### config.mk
export PLATFORM = sky130hd
export DESIGN_NAME = tlsl_top
export DESIGN_NICKNAME = d
export VERILOG_FILES = /design/src/shared/tlsl_pkg.sv /design/src/hw/tlsl_sync.sv /design/src/hw/tlsl_stretch.sv /design/src/hw/tlsl_top.sv
export SDC_FILE = /design/constraint.sdc
export NUM_CORES = 1
export LEC_CHECK = 0
export BUFFER_PORTS_ARGS = -buffer_cell sky130_fd_sc_hd__buf_4
export CORE_UTILIZATION = 45
export CTS_CLUSTER_SIZE = 12
export DETAILED_ROUTE_END_ITERATION = 16
export SYNTH_ARGS = -nofsm -noshare
export SYNTH_HDL_FRONTEND = slang
export SYNTH_SLANG_ARGS = --single-unit
### constraint.sdc
create_clock -name pclk -period 2.6 [get_ports pclk]
set_clock_uncertainty 0.05 [all_clocks]
set_input_delay 0.26 -clock pclk [delete_from_list [all_inputs] [get_ports pclk]]
set_output_delay 0.26 -clock pclk [all_outputs]
set_load 0.005 [all_outputs]
### src/shared/tlsl_pkg.sv
// constants, register map and types of the link supervision and led block
package tlsl_pkg;
	localparam int CLK_MHZ = 125;
	// timing in its own unit
	localparam int HB_MIN_BT = 5;
	localparam int HB_MAX_BT = 15;
	localparam int BT_NS = 100;
	localparam int CYC_NS = 8;
	localparam int HB_CYC = (HB_MIN_BT * BT_NS + CYC_NS - 1) / CYC_NS;
	localparam int RXTO_MIN_MS = 96;
	localparam int RXTO_CYC = RXTO_MIN_MS * CLK_MHZ * 1000;
	localparam int LAMP_MS = 1000;
	localparam int LAMP_CYC = LAMP_MS * CLK_MHZ * 1000;
	localparam int LINK_LOSS_MS = 100;
	localparam int LINK_LOSS_CYC = LINK_LOSS_MS * CLK_MHZ * 1000;
	localparam int JAB_MS = 20;
	localparam int JAB_CYC = JAB_MS * CLK_MHZ * 1000;
	localparam int UNJAB_MS = 500;
	localparam int UNJAB_CYC = UNJAB_MS * CLK_MHZ * 1000;
	localparam int ST30_MS = 30;
	localparam int ST60_MS = 60;
	localparam int ST100_MS = 100;
	localparam int ST30_CYC = ST30_MS * CLK_MHZ * 1000;
	localparam int ST60_CYC = ST60_MS * CLK_MHZ * 1000;
	localparam int ST100_CYC = ST100_MS * CLK_MHZ * 1000;
	localparam int TW = 28;
	// polarity thresholds
	localparam logic [3:0] POL_PULSES = 4'h8;
	localparam logic [3:0] POL_EOFS = 4'h4;
	// register byte offsets
	localparam logic [7:0] A_CFG = 8'h40;
	localparam logic [7:0] A_STAT1 = 8'h04;
	localparam logic [7:0] A_STAT2 = 8'h44;
	localparam logic [7:0] A_PAGE = 8'h18;
	localparam logic [7:0] A_LED = 8'h50;
	// field positions
	localparam int B_NOLIT = 14;
	localparam int B_JABOFF = 10;
	localparam int B_HB = 9;
	localparam int B_ALTNP = 1;
	localparam int B_LINK1 = 2;
	localparam int B_SPD = 14;
	localparam int B_LINK2 = 10;
	localparam int B_DPX = 9;
	localparam int B_ANDONE = 7;
	localparam int B_POL = 5;
	localparam int B_PGRX = 1;
	localparam int B_BASE = 5;
	localparam int B_STR_EN = 1;
	localparam int B_STR_LO = 2;
	localparam int LED_SEL_W = 4;
	localparam logic [31:0] CFG_RST = 32'h0000_0000;
	localparam logic [31:0] LED_RST = 32'h0000_0000;
	// led sources
	localparam logic [3:0] LS_SPD = 4'h0;
	localparam logic [3:0] LS_TX = 4'h1;
	localparam logic [3:0] LS_RX = 4'h2;
	localparam logic [3:0] LS_COL = 4'h3;
	localparam logic [3:0] LS_LINK = 4'h4;
	localparam logic [3:0] LS_DPX = 4'h5;
	localparam logic [3:0] LS_ACT = 4'h7;
	localparam logic [3:0] LS_LNKACT = 4'hD;
	localparam logic [3:0] LS_OFF = 4'hE;
	localparam logic [3:0] LS_ON = 4'hF;
	localparam logic [1:0] SS_30 = 2'h0;
	localparam logic [1:0] SS_60 = 2'h1;
	localparam logic [1:0] SS_100 = 2'h2;
	typedef enum logic [1:0]
	{
		LK_DOWN = 2'b00,
		LK_UP   = 2'b01,
		LK_JAB  = 2'b10
	} tlsl_lk_t;
endpackage

### src/hw/tlsl_sync.sv
// two flip-flop synchroniser for pin inputs
`timescale 1ns/1ns
`default_nettype none
module tlsl_sync #(
	parameter int W = 1
) (
	// clock and reset
	input  wire logic         pclk,
	input  wire logic         presetn,
	// data
	input  wire logic [W-1:0] d,
	output logic      [W-1:0] q
);
	logic [W-1:0] m_q;

	always_ff @(posedge pclk or negedge presetn)
	begin
		if (!presetn)
		begin
			m_q <= '0;
			q <= '0;
		end
		else
		begin
			m_q <= d;
			q <= m_q;
		end
	end
endmodule
`default_nettype wire

### src/hw/tlsl_stretch.sv
// led pulse stretcher with retriggering edge detector
`timescale 1ns/1ns
`default_nettype none
module tlsl_stretch #(
	parameter int TW = 28
) (
	// clock and reset
	input  wire logic          pclk,
	input  wire logic          presetn,
	// control
	input  wire logic          enable,
	input  wire logic [TW-1:0] len,
	input  wire logic          event_in,
	output logic               led
);
	logic          seen_q;
	logic [TW-1:0] cnt_q;
	logic          edge_s;

	assign edge_s = event_in && !seen_q;

	always_ff @(posedge pclk or negedge presetn)
	begin
		if (!presetn)
		begin
			seen_q <= 1'b0;
			cnt_q <= '0;
		end
		else if (edge_s)
		begin
			seen_q <= 1'b1;
			cnt_q <= len;
		end
		else if (cnt_q == TW'(1))
		begin
			seen_q <= event_in;
			cnt_q <= event_in ? len : '0;
		end
		else
		begin
			seen_q <= event_in;
			if (cnt_q != '0)
				cnt_q <= cnt_q - 1'b1;
		end
	end

	assign led = enable ? (cnt_q != '0) : event_in;
endmodule
`default_nettype wire

### src/hw/tlsl_top.sv
// 10base-t link supervision, status bits and led drivers with apb registers
`timescale 1ns/1ns
`default_nettype none
module tlsl_top
	import tlsl_pkg::*;
#(
	parameter int RXTO_CYCLES = tlsl_pkg::RXTO_CYC,
	parameter int LAMP_CYCLES = tlsl_pkg::LAMP_CYC,
	parameter int LOSS_CYCLES = tlsl_pkg::LINK_LOSS_CYC,
	parameter int JAB_CYCLES = tlsl_pkg::JAB_CYC,
	parameter int UNJAB_CYCLES = tlsl_pkg::UNJAB_CYC,
	parameter int S30_CYCLES = tlsl_pkg::ST30_CYC,
	parameter int S60_CYCLES = tlsl_pkg::ST60_CYC,
	parameter int S100_CYCLES = tlsl_pkg::ST100_CYC
) (
	// clock and reset
	input  wire logic        pclk,
	input  wire logic        presetn,
	// apb slave
	input  wire logic        psel,
	input  wire logic        penable,
	input  wire logic        pwrite,
	input  wire logic [7:0]  paddr,
	input  wire logic [31:0] pwdata,
	output logic      [31:0] prdata,
	output logic             pready,
	output logic             pslverr,
	// line receive events from the analog front end
	input  wire logic        rx_link_pulse,
	input  wire logic        rx_pulse_inv,
	input  wire logic        rx_eof,
	input  wire logic        rx_eof_inv,
	input  wire logic        rx_data,
	// mac and mode
	input  wire logic        tx_en,
	input  wire logic        col_in,
	input  wire logic        mode_10m,
	input  wire logic        full_duplex,
	input  wire logic        an_enable,
	input  wire logic        an_done,
	input  wire logic        an_start,
	input  wire logic        page_rx,
	input  wire logic        page_is_base,
	// line side control
	output logic             link_pulse_en,
	output logic             tx_allow,
	output logic             loopback_allow,
	output logic             an_restart,
	output logic             col_out,
	output logic             rx_invert,
	// led drivers
	output logic             indicator_pin_one,
	output logic             indicator_pin_two,
	output logic             indicator_pin_three
);
	import tlsl_pkg::*;

	// ----------------------------------------
	// input synchronisers
	// ----------------------------------------
	logic [4:0] ln_s;
	logic       lp_s, lpi_s, eof_s, eofi_s, rxd_s;
	logic       lp_p_q, lpi_p_q, eof_p_q, eofi_p_q;
	logic       lp_e, lpi_e, eof_e, eofi_e;

	tlsl_sync #(.W(5)) u_sync (
		.pclk    (pclk),
		.presetn (presetn),
		.d       ({rx_link_pulse, rx_pulse_inv, rx_eof, rx_eof_inv, rx_data}),
		.q       (ln_s)
	);
	assign {lp_s, lpi_s, eof_s, eofi_s, rxd_s} = ln_s;

	always_ff @(posedge pclk or negedge presetn)
	begin
		if (!presetn)
		begin
			lp_p_q <= 1'b0;
			lpi_p_q <= 1'b0;
			eof_p_q <= 1'b0;
			eofi_p_q <= 1'b0;
		end
		else
		begin
			lp_p_q <= lp_s;
			lpi_p_q <= lpi_s;
			eof_p_q <= eof_s;
			eofi_p_q <= eofi_s;
		end
	end
	assign lp_e = lp_s && !lp_p_q;
	assign lpi_e = lpi_s && !lpi_p_q;
	assign eof_e = eof_s && !eof_p_q;
	assign eofi_e = eofi_s && !eofi_p_q;

	// ----------------------------------------
	// registers
	// ----------------------------------------
	logic [31:0] cfg_q, led_q;
	logic        rd_s, wr_s;
	logic        pg_rx_q, base_q;

	assign wr_s = psel && penable && pwrite;
	assign rd_s = psel && penable && !pwrite;
	assign pready = 1'b1;

	function automatic logic known(input logic [7:0] a);
		known = (a == A_CFG) || (a == A_STAT1) || (a == A_STAT2)
			|| (a == A_PAGE) || (a == A_LED);
	endfunction

	assign pslverr = psel && penable && !known(paddr);

	always_ff @(posedge pclk or negedge presetn)
	begin
		if (!presetn)
		begin
			cfg_q <= CFG_RST;
			led_q <= LED_RST;
		end
		else if (wr_s && paddr == A_CFG)
			cfg_q <= pwdata;
		else if (wr_s && paddr == A_LED)
			led_q <= pwdata;
	end

	// ----------------------------------------
	// link integrity and jabber
	// ----------------------------------------
	tlsl_lk_t    lk_q;
	logic [TW:0] loss_q, jab_q;
	logic        no_lit, rx_act;

	assign no_lit = cfg_q[B_NOLIT];
	assign rx_act = lp_e || rxd_s;

	always_ff @(posedge pclk or negedge presetn)
	begin
		if (!presetn)
			loss_q <= '0;
		else if (rx_act)
			loss_q <= (TW+1)'(LOSS_CYCLES);
		else if (loss_q != '0)
			loss_q <= loss_q - 1'b1;
	end

	always_ff @(posedge pclk or negedge presetn)
	begin
		if (!presetn)
		begin
			lk_q <= LK_DOWN;
			jab_q <= '0;
		end
		else
		begin
			unique case (lk_q)
				LK_DOWN:
				begin
					if (lp_e)
						lk_q <= LK_UP;
					if (tx_en && !cfg_q[B_JABOFF] && jab_q == (TW+1)'(JAB_CYCLES))
					begin
						lk_q <= LK_JAB;
						jab_q <= '0;
					end
					else
						jab_q <= tx_en ? jab_q + 1'b1 : '0;
				end
				LK_UP:
				begin
					if (loss_q == '0 && !rx_act)
						lk_q <= LK_DOWN;
					else if (tx_en && !cfg_q[B_JABOFF] && jab_q == (TW+1)'(JAB_CYCLES))
					begin
						lk_q <= LK_JAB;
						jab_q <= '0;
					end
					else
						jab_q <= tx_en ? jab_q + 1'b1 : '0;
				end
				LK_JAB:
				begin
					if (cfg_q[B_JABOFF] || jab_q == (TW+1)'(UNJAB_CYCLES))
					begin
						lk_q <= (loss_q != '0) ? LK_UP : LK_DOWN;
						jab_q <= '0;
					end
					else
						jab_q <= jab_q + 1'b1;
				end
				default:
					lk_q <= LK_DOWN;
			endcase
		end
	end

	logic link_up;
	assign link_up = (lk_q == LK_UP) || (lk_q == LK_JAB && loss_q != '0);
	assign link_pulse_en = mode_10m;
	assign tx_allow = (lk_q == LK_UP) || (no_lit && lk_q != LK_JAB);
	assign loopback_allow = (lk_q != LK_JAB);
	assign an_restart = an_enable && !no_lit && lk_q == LK_UP && loss_q == '0 && !rx_act;

	// ----------------------------------------
	// heartbeat
	// ----------------------------------------
	logic       txd_q;
	logic [7:0] hb_q;

	always_ff @(posedge pclk or negedge presetn)
	begin
		if (!presetn)
		begin
			txd_q <= 1'b0;
			hb_q <= '0;
		end
		else
		begin
			txd_q <= tx_en;
			if (txd_q && !tx_en && cfg_q[B_HB] && mode_10m)
				hb_q <= 8'(HB_CYC);
			else if (hb_q != '0)
				hb_q <= hb_q - 1'b1;
		end
	end
	assign col_out = col_in || (hb_q != '0);

	// ----------------------------------------
	// polarity
	// ----------------------------------------
	logic [3:0]  pinv_q, einv_q;
	logic [TW:0] rxto_q;
	logic        inv_q;

	always_ff @(posedge pclk or negedge presetn)
	begin
		if (!presetn)
		begin
			pinv_q <= '0;
			einv_q <= '0;
			inv_q <= 1'b0;
			rxto_q <= '0;
		end
		else
		begin
			if (rx_act || eof_e || eofi_e || lpi_e)
				rxto_q <= (TW+1)'(RXTO_CYCLES);
			else if (rxto_q != '0)
				rxto_q <= rxto_q - 1'b1;
			if (lp_e)
				pinv_q <= '0;
			else if (lpi_e)
				pinv_q <= pinv_q + 1'b1;
			if (eof_e)
				einv_q <= '0;
			else if (eofi_e)
				einv_q <= einv_q + 1'b1;
			if (pinv_q == POL_PULSES || einv_q == POL_EOFS)
			begin
				inv_q <= 1'b1;
				pinv_q <= '0;
				einv_q <= '0;
			end
			else if (rxto_q == (TW+1)'(1) && !(rx_act || lpi_e || eofi_e || eof_e))
				inv_q <= 1'b0;
		end
	end
	assign rx_invert = inv_q;

	// ----------------------------------------
	// page bits
	// ----------------------------------------
	always_ff @(posedge pclk or negedge presetn)
	begin
		if (!presetn)
		begin
			pg_rx_q <= 1'b0;
			base_q <= 1'b0;
		end
		else
		begin
			if (page_rx)
				pg_rx_q <= 1'b1;
			else if ((rd_s && paddr == A_PAGE) || (an_start && cfg_q[B_ALTNP]))
				pg_rx_q <= 1'b0;
			if (page_rx && page_is_base)
				base_q <= 1'b1;
			else if (rd_s && paddr == A_PAGE)
				base_q <= 1'b0;
		end
	end

	// ----------------------------------------
	// read data
	// ----------------------------------------
	logic [31:0] rd_d;
	always_comb
	begin
		rd_d = '0;
		unique case (paddr)
			A_CFG: rd_d = cfg_q;
			A_LED: rd_d = led_q;
			A_STAT1: rd_d[B_LINK1] = link_up;
			A_STAT2:
			begin
				rd_d[B_LINK2] = link_up;
				rd_d[B_SPD] = !mode_10m;
				rd_d[B_DPX] = full_duplex;
				rd_d[B_ANDONE] = an_done;
				rd_d[B_POL] = inv_q && mode_10m;
			end
			A_PAGE:
			begin
				rd_d[B_PGRX] = pg_rx_q;
				rd_d[B_BASE] = base_q;
			end
			default: rd_d = '0;
		endcase
	end

	always_ff @(posedge pclk or negedge presetn)
	begin
		if (!presetn)
			prdata <= '0;
		else if (psel && !penable && !pwrite)
			prdata <= rd_d;
	end

	// ----------------------------------------
	// leds
	// ----------------------------------------
	logic [TW-1:0] lamp_q, slen;
	logic [2:0]    led_s;
	logic          act_s;

	always_ff @(posedge pclk or negedge presetn)
	begin
		if (!presetn)
			lamp_q <= TW'(LAMP_CYCLES);
		else if (lamp_q != '0)
			lamp_q <= lamp_q - 1'b1;
	end

	assign slen = (led_q[B_STR_LO+1:B_STR_LO] == SS_30) ? TW'(S30_CYCLES)
		: (led_q[B_STR_LO+1:B_STR_LO] == SS_60) ? TW'(S60_CYCLES)
		: TW'(S100_CYCLES);
	assign act_s = tx_en || rxd_s;

	function automatic logic led_src(input logic [3:0] sel, input logic lk, input logic a);
		unique case (sel)
			LS_SPD:  led_src = !mode_10m;
			LS_TX:   led_src = tx_en;
			LS_RX:   led_src = rxd_s;
			LS_COL:  led_src = col_out;
			LS_LINK: led_src = lk;
			LS_DPX:  led_src = full_duplex;
			LS_ACT:  led_src = a;
			LS_LNKACT: led_src = lk ^ a;
			LS_ON:   led_src = 1'b1;
			default: led_src = 1'b0;
		endcase
	endfunction

	genvar gi;
	generate
		for (gi = 0; gi < 3; gi++)
		begin : g_led
			logic lv;
			tlsl_stretch #(.TW(TW)) u_str (
				.pclk     (pclk),
				.presetn  (presetn),
				.enable   (led_q[B_STR_EN]),
				.len      (slen),
				.event_in (led_src(led_q[LED_SEL_W*4-1-LED_SEL_W*gi -: LED_SEL_W], link_up, act_s)),
				.led      (lv)
			);
			assign led_s[gi] = (lamp_q != '0) || lv;
		end
	endgenerate

	assign indicator_pin_one = led_s[0];
	assign indicator_pin_two = led_s[1];
	assign indicator_pin_three = led_s[2];
endmodule
`default_nettype wire

* Yosys cells after proc, flatten, opt, wreduce, memory -nomap -nowiden
Cells that the tools add are included.
** Storage, ports and cells
- Flip-flop bits (word level) :: 334
- Output and inout bits :: 43
** Operators by class
- Muxes and demuxes :: 65
- Add/sub/neg operators :: 10
- Equal/unequal tests :: 45
- Reduce and logical (&&, ||, !) cells :: 97
- Bitwise gates (word level) :: 2
** Operators with widths (number)
- $mux 28 :: 9
- $mux 29 :: 8
- $mux 24 :: 5
- $reduce_bool 28->1 :: 4
- $sub 28x1->28 const B :: 4
- $pmux 29 s3 :: 1
- $eq 28x1->1 const B :: 3
- $reduce_bool 29->1 :: 2
- $sub 29x1->29 const B :: 2
- $eq 4x3->1 const B :: 10
- $pmux 17 s2 :: 1
- $logic_and 1x1->1 :: 32
- $add 29x1->29 const B :: 1
- $eq 29x1->1 const B :: 1
- $eq 29x22->1 const B :: 1
- $eq 29x26->1 const B :: 1
- $logic_not 29->1 :: 1
- $eq 4x4->1 const B :: 7
- $pmux 1 s9 :: 3
- $eq 4x2->1 const B :: 6
- $eq 8x7->1 const B :: 3
- $mux 4 :: 6
- $logic_or 1x1->1 :: 21
- $reduce_bool 3->1 :: 6
- other kinds (27) :: 81

* Depth between registers and ports, before layout
Gate-level depths: netlist (run 1).
- Depth after elaboration :: 10
- Gate-level depth with buffers :: 11
- Gate-level depth less buffers :: 9

* Hierarchy
Synthesis (run 1) repeated with hierarchy kept, for this count alone.
** Second synthesis, totals
- Cells, all modules :: 1794
- Area total of the unflattened synthesis :: 17615.6 um^2
** Modules (own cells, without submodules)
- tlsl_top :: cells each 1130, area each 11654.9 um^2, instances 1
- tlsl_stretch at g_led[1].u_str ... :: cells each 227, area each 1964.4 um^2, instances 2
- tlsl_stretch at g_led[0].u_str :: cells each 200, area each 1781.7 um^2, instances 1
- tlsl_sync :: cells each 10, area each 250.2 um^2, instances 1

* Worst setup path before layout (run 1)
Ideal clock, no wire load.
- Path type :: register to register
- Start point :: register rxto_q[17]
- End point :: register rxto_q[21]
- Buffers on the path :: 0
- Setup time :: 0.133 ns
- Path slack :: 0.043 ns
- Arrival time :: 2.374 ns
- Stages on the path, launching flop included :: 8
- Cell sequence :: dfrtp_1 or4_4 or4b_4 or3_4 o211ai_2 or3_1 xor2_1 nand2_1
** On the way
- Longest elaborated chain between the ends :: 3
- Elaborated cells on any way between the ends :: 5
- Those cells by class :: 1 x add/sub; 2 x mux; 2 x reduce/logical
** Ends and longest elaborated chain
- start, declared :: line tlsl_top.sv:232 : logic [TW:0] rxto_q;
- start signal, assigned :: line tlsl_top.sv:247 : rxto_q <= (TW+1)'(RXTO_CYCLES);
- start signal, assigned :: line tlsl_top.sv:249 : rxto_q <= rxto_q - 1'b1;
- $sub 29x1->29 :: line tlsl_top.sv:249
- $mux 29 :: line tlsl_top.sv:248 : else if (rxto_q != '0)
- $mux 29 :: line tlsl_top.sv:246 : if (rx_act || eof_e || eofi_e || lpi_e)
Several ways; a longest one is shown, not always the timed one. The select of a mux whose other input is x is not followed.
A chain may end at the register's enable or synchronous reset.

* Final worst setup path (run 1)
- Start point :: register hb_q[0]
- End point :: output port indicator_pin_three
** On the way
- Longest elaborated chain between the ends :: 5
** Ends and longest elaborated chain
- start, declared :: line tlsl_top.sv:208 : logic [7:0] hb_q;
- start signal, assigned :: line tlsl_top.sv:221 : hb_q <= 8'(HB_CYC);
- start signal, assigned :: line tlsl_top.sv:223 : hb_q <= hb_q - 1'b1;
- $reduce_bool 8->1 :: line tlsl_top.sv:226 : assign col_out = col_in || (hb_q != '0);
- $logic_or 1x1->1 :: line tlsl_top.sv:226
- $pmux 1 s9 :: line tlsl_top.sv:350 : unique case (sel)
- $mux 1 :: line tlsl_stretch.sv:47 : assign led = enable ? (cnt_q != '0) : event_in;
- $logic_or 1x1->1 :: line tlsl_top.sv:377 : assign led_s[gi] = (lamp_q != '0) || lv;
- end, declared :: line tlsl_top.sv:54 : output logic indicator_pin_three
Every way passes these cells.

==> flow_summary.toml, run 1 <==
[die]
die_w_um = 195
rows = 70
die_h_um = 195
ios = 102
core_um2 = 36500
initial_core_util_pct = 45.7
die_area_um2 = 37800

[synthesis]
synth_top_cells_by_area = "dfrtp_1 48%, nor2_1 5.3%, mux2_2 4.5%, xnor2_1 4.4%, xor2_1 3.8%"
postSynth.asyncResetShare_pct = 100
yosysTopAreaCellShare_pct = 48.2
ys_types = 95
yosysSeqAreaShare_pct = 50.2
synth_area_per_cell_um2 = 10.1
yosys.area.top_type = "dfrtp_1"
synth-main-ff-cell = "dfrtp_1"
synth_seq_cells = 334
syn_inst = 1653
ys.warnings.count = 0
netlist_area_um2 = 16700
synth-edff-count = 0
synth_fp_nets = 1731

[clock_network]
cts_tree = "yes"
numCtsBuffers = 38
clkTransAtPathRegs_ns = 0.06
cts_root_buffer = "clkbuf_16"
clkLatencyLatePin_ns = 0.53
ctsLongestPathBuffers = 3
cts.sinks = 334
cts_max_level = 2

[timing]
setup_viol_count_final = 76
drv_slew = 0
finalCritPeriodShare_pct = 124
hold_viol_final = 0
max_slew_margin_pct = 48.1
layout_setup_ws_ns = -0.616
tightest_slew_ns = 0.779
period_needed_ns = 3.22
rsz0062_at_grt = "true"
timing.fmax_ghz = 0.311

[detailed_routing]
drt-total-wl_mm = 43.4
vias_per_cell = 5.50
drcViolationCount = 0
ant_nets = 0
dr.pass1.iters = 6
drt-initial-drc-count = 727
wire_per_inst_um = 17.3
vias = 13800

[placement]
finalWeightedCongestion = 0.824
placed_cell_area_um2 = 19400
post-place-ws_ns = -0.363
io_buffers = 100
dpl.hpwl_mm = 29.2

[power]
irDropWorstVdd_mv = 0.556
p_per_area_nw_per_um2 = 600
leakagePower_nw = 9.97

[grt]
grt_max_degree = 79
grt_pass1_vias = 13800
overflow = 0
gr-usage-all-layers_pct = 22.3
grt_pass1_wl_mm = 69.5
antenna_found_initial = 1

[critical_path]
r2r_slack_ns = -0.54
reg2reg_depth = 19
endpoint_kind = "output port"
critPathLaunchType = "register"
critPathKind = "register to output port"
cp-startpoint = "hb_q[0]"
critPathArrivalTime_ns = 2.91
cp_max_fo = 2
r2r_start = "loss_q[11]"
cp_data_required_time_ns = 2.29
worstSetupEndpoint = "indicator_pin_three"
rr_endpoint = "jab_q[3]"

[outcome]
outcome = "finished, violations left"
violations = "negative setup slack"

[cells_and_area]
drive_gt1_share_pct = 32.2
n_antenna_cell = 0
finalNetCount = 2091
area_growth_pct = 34.9
final_cell_area_um2 = 22500

[run]
cap_violations = 0

[hold_path]
worstHoldPathCells = 3
hp-class = "input port to register"
==> registers in the layout (all words and copies together) (netlist names), 5 cells and up <==
signal	flops
cfg_q	32
g_led.u_str.cnt_q	84
hb_q	8
jab_q	29
lamp_q	28
led_q	32
loss_q	29
prdata	32
rxto_q	29
u_sync.m_q	5
u_sync.q	5
==> worst max-delay path, stage by stage, from the launching register on <==
cell      delay, ns
dfrtp_1        0.39
inv_2          0.08
ha_4           0.12
or4b_4         0.47
o2111a_1       0.27
a211oi_2       0.20
o21ai_1        0.13
or2_1          0.27
o21ai_1        0.13
buf_4          0.15
nand2_4        0.05
buf_6          0.11
==> worst min path at each step <==
stage / start / endpoint
after floorplan: presetn / base_q
after global placement: presetn / lamp_q[19]
after detailed placement: presetn / lamp_q[19]
after CTS: an_start / pg_rx_q
after global routing: an_start / pg_rx_q
final: an_start / pg_rx_q
==> cell usage in the layout, fill, tap and decap left out, types with 39 or more instances in the layout <==
cell	synthesis	layout
nand2_1	132	124
clkbuf_16	0	39
xor2_1	72	69
nor2_1	237	217
mux2_2	66	66
dfrtp_1	321	321
dlygate4sd3_1	0	41
buf_6	2	42
nor3_1	54	45
buf_4	7	288
xnor2_1	83	77
==> layout make-up <==
cell class,instances,area [um2]
Fill cell,2974,14000
Multi-Input combinational cell,1217,8790
Sequential cell,334,8370
Timing Repair Buffer,388,3370
Clock buffer,60,1130
Tap cell,468,586
Inverter,34,128
Clock inverter,8,119
==> where the power goes <==
part           total, mW  leakage, nW  internal, mW  switching [mW]
clock               5.40        0.616          3.29            2.11
combinational       2.19         5.14          1.09            1.10
sequential          5.91         4.22          5.59           0.317
==> Yosys cell counts (all sizes together), types with 13 or more instances <==
library cell	number
or3	31
o22ai	15
mux2	66
nor4	41
nor2b	13
a31oi	15
buf	23
xor2	72
xnor2	83
or2	13
o21ai	71
dfstp	13
clkbuf	47
nand3b	15
or4	21
nor2	240
a221oi	27
ha	19
nand4	20
dfrtp	321
a21oi	48
inv	34
nand2	135
nor3	54
nand2b	23
nand3	44
==> routing by layer <==
metal  part of all wire, %  track usage [%]
met4                   2.6             6.82
met3                   3.4             3.05
met5                     0                0
met2                    50             37.5
met1                    45             29.9
==> stage by stage <==
step                      setup TNS, ns  util [%]  cells  total power, mW  hold WS [ns]
after floorplan                       0         -   1653             7.02       -0.0856
after global placement            -8.85      53.0   2355             7.86         0.187
after detailed placement         -11.16      53.0   2355             7.91         0.183
after CTS                         -7.15      58.6   2479             13.5       0.00771
after global routing             -32.57      61.6   2509             14.1        0.0183
final                            -22.88      61.6   2509             13.5        0.0261
==> logic make-up (layout without fill, tap and decap cells) <==
group                    after synthesis  after routing  share of synthesized area [%]
AO/OA/AOI/OAI                        246            246                           10.0
XOR/XNOR                             155            155                           8.14
adder cells (fa/ha/maj)               20             20                           1.49
buffers and inverters                104            490                           2.69
flip-flops                           334            334                           50.2
multiplexers                          70             70                           4.70
other                                  1              1                         0.0225
AND/OR/NAND/NOR                      723            725                           22.7
==> repair_timing <==
item	4_1_cts	5_1_grt
hold endpoints to repair	121	0
pin swaps	16	90
hold buffers	41	0
cloned	0	2
setup buffers	15	35
setup endpoints to repair	114	148
gates resized for setup	63	215
No activity file was read; power rests on OpenSTA's default activity.
==> run 2, diff against run 1 <==
--- a/config.mk
+++ b/config.mk
@@ -6,6 +6,7 @@
 export NUM_CORES = 1
 export LEC_CHECK = 0
 export BUFFER_PORTS_ARGS = -buffer_cell sky130_fd_sc_hd__buf_4
+export CORE_ASPECT_RATIO = 1.75
 export CORE_UTILIZATION = 45
 export CTS_CLUSTER_SIZE = 12
 export DETAILED_ROUTE_END_ITERATION = 16
==> run 2 against run 1 <==
  * The flow still finishes with violations (negative setup slack)
  * First-iteration DRC count decreased by 29%
  * Global-route usage increased by 1.4 points
  * Wire length increased by 3.8%
  * Largest cell class unchanged
==> flow_summary.toml, run 2 (synthesis gave the netlist of run 1 again) <==
[outcome]
outcome = "finished, violations left"
violations = "negative setup slack"

[die]
die_area_um2 = 37900
die_w_um = 148
rows = 92
initial_core_util_pct = 46.0
core_um2 = 36300
die_h_um = 257
ios = 102

[critical_path]
cp-startpoint = "hb_q[0]"
critPathKind = "register to output port"
critPathLaunchType = "register"
cp_max_fo = 2
critPathArrivalTime_ns = 2.84
cp_data_required_time_ns = 2.29
r2r_start = "loss_q[24]"
endpoint_kind = "output port"

[hold_path]
hp-class = "input port to register"
worstHoldStart = "an_done"

[timing]
timing.hold.ws_ns = 0.0334
rsz0062_at_grt = "true"
tightest_slew_ns = 0.886
period_needed_ns = 3.15
timing.fmax_ghz = 0.318
hold_viol_final = 0
max_slew_margin_pct = 40.9
layout_setup_ws_ns = -0.549
setup_viol_count_final = 43
drv_slew = 0
finalCritPeriodShare_pct = 121

[detailed_routing]
dr.pass1.iters = 7
drt-initial-drc-count = 519
wire_per_inst_um = 18.0
drt-total-wl_mm = 45.1
ant_nets = 0
drcViolationCount = 0
vias = 13900
vias_per_cell = 5.54

[clock_network]
clkTransAtPathRegs_ns = 0.06
clkLatencyLatePin_ns = 0.52
ctsLongestPathBuffers = 3
cts_tree = "yes"
numCtsBuffers = 35
cts.sinks = 334
cts_root_buffer = "clkbuf_16"
cts_max_level = 2

[power]
p_per_area_nw_per_um2 = 586
irDropWorstVdd_mv = 0.479
leakagePower_nw = 9.81
finalPower_mw = 13.0

[cells_and_area]
finalNetCount = 2090
multi_input_area_um2 = 8670
fill_cells = 3043
final_common_cell = "dfrtp_1"
largest_reg_flops = 84
regMostFlops = "g_led.u_str.cnt_q"
finalNonFillerCells = 2504
fin_util_pct = 61.2
register_area_um2 = 8370
drive_gt1_share_pct = 31.5
area_growth_pct = 33.2
final_cell_mix = "321 x dfrtp_1, 300 x buf_4, 220 x nor2_1, 126 x nand2_1, 82 x xnor2_1"

[grt]
antenna_found_initial = 2
grt_pass1_vias = 14200
grt_max_degree = 66
gr-usage-all-layers_pct = 23.8
grt_pass1_wl_mm = 72.0
overflow = 0

[run]
cap_violations = 0

[placement]
finalWeightedCongestion = 0.856
post-place-ws_ns = -0.275
io_buffers = 100
placed_cells = 2366
dpl.hpwl_mm = 31.5
==> run 2: cell types whose count changed in the layout (fill, tap and decap cells not counted), sizes merged <==
| cell | change |
|---|---|
| nor2b | -1 |
| diode | +2 |
| clkinv | -2 |
| buf | +1 |
| nor2 | -1 |
| bufinv | -3 |
| clkbuf | -2 |
| inv | -1 |
==> run 2: layer usage <==
layer  part of all wire (%)  up-vias  global-route usage, %
met1                     37     6944                   26.0
met5                      0        -                      0
li1                       -     6577                      -
met3                    3.4      104                   3.10
met4                    4.1        0                   10.2
met2                     55      259                   45.0
==> run 2: stage by stage <==
stage	area (um2)	TNS [ns]
after floorplan	16700	0
after global placement	19400	-6.91
after detailed placement	19400	-8.17
after CTS	21300	-4.03
after global routing	22200	-13.81
final	22200	-4.44
==> run 2: worst max-delay path: stages, from the launching register on <==
cell,delay (ns)
dfrtp_1,0.39
inv_2,0.08
ha_4,0.13
or4b_4,0.45
o2111a_1,0.25
a211oi_2,0.24
o21ai_1,0.11
or2_1,0.23
o21ai_1,0.13
buf_4,0.14
nand2_2,0.05
buf_6,0.11
==> run 2: power breakdown <==
part	switching, mW	internal, mW
clock network	2.02	2.76
registers	0.340	5.59
logic	1.14	1.17
total	3.50	9.52
==> run 2: cell type report <==
cell class	count	share of cell area (%)
multi-input cells	1215	39.0
flip-flops and latches	334	37.7
repair buffers	392	15.2
clock buffers	55	4.74
well taps	470	2.65
inverters	34	0.575
clock inverters	2	0.0451
diodes	2	0.0225
==> run 2: path summary, 6_finish.rpt <==
path,endpoint,slack [ns],cells after the start
max in group asynchronous,lamp_q[6],1.40,3
setup reg to reg,g_led[1].u_str.cnt_q[5],-0.16,10
hold reg to reg,u_sync.q[2],0.29,0
setup / recovery,indicator_pin_three,-0.55,11
hold / removal,prdata[7],0.03,3
min in group asynchronous,loss_q[16],0.27,2
==> run 2: what timing repair did <==
| action | CTS | global route |
|---|---|---|
| endpoints found under the hold margin | 129 | 0 |
| hold buffers | 41 | 0 |
| endpoints found under the setup margin | 104 | 148 |
| pin swaps | 28 | 69 |
| resized for setup | 72 | 149 |
| setup buffers | 15 | 23 |
| gates cloned | 0 | 5 |
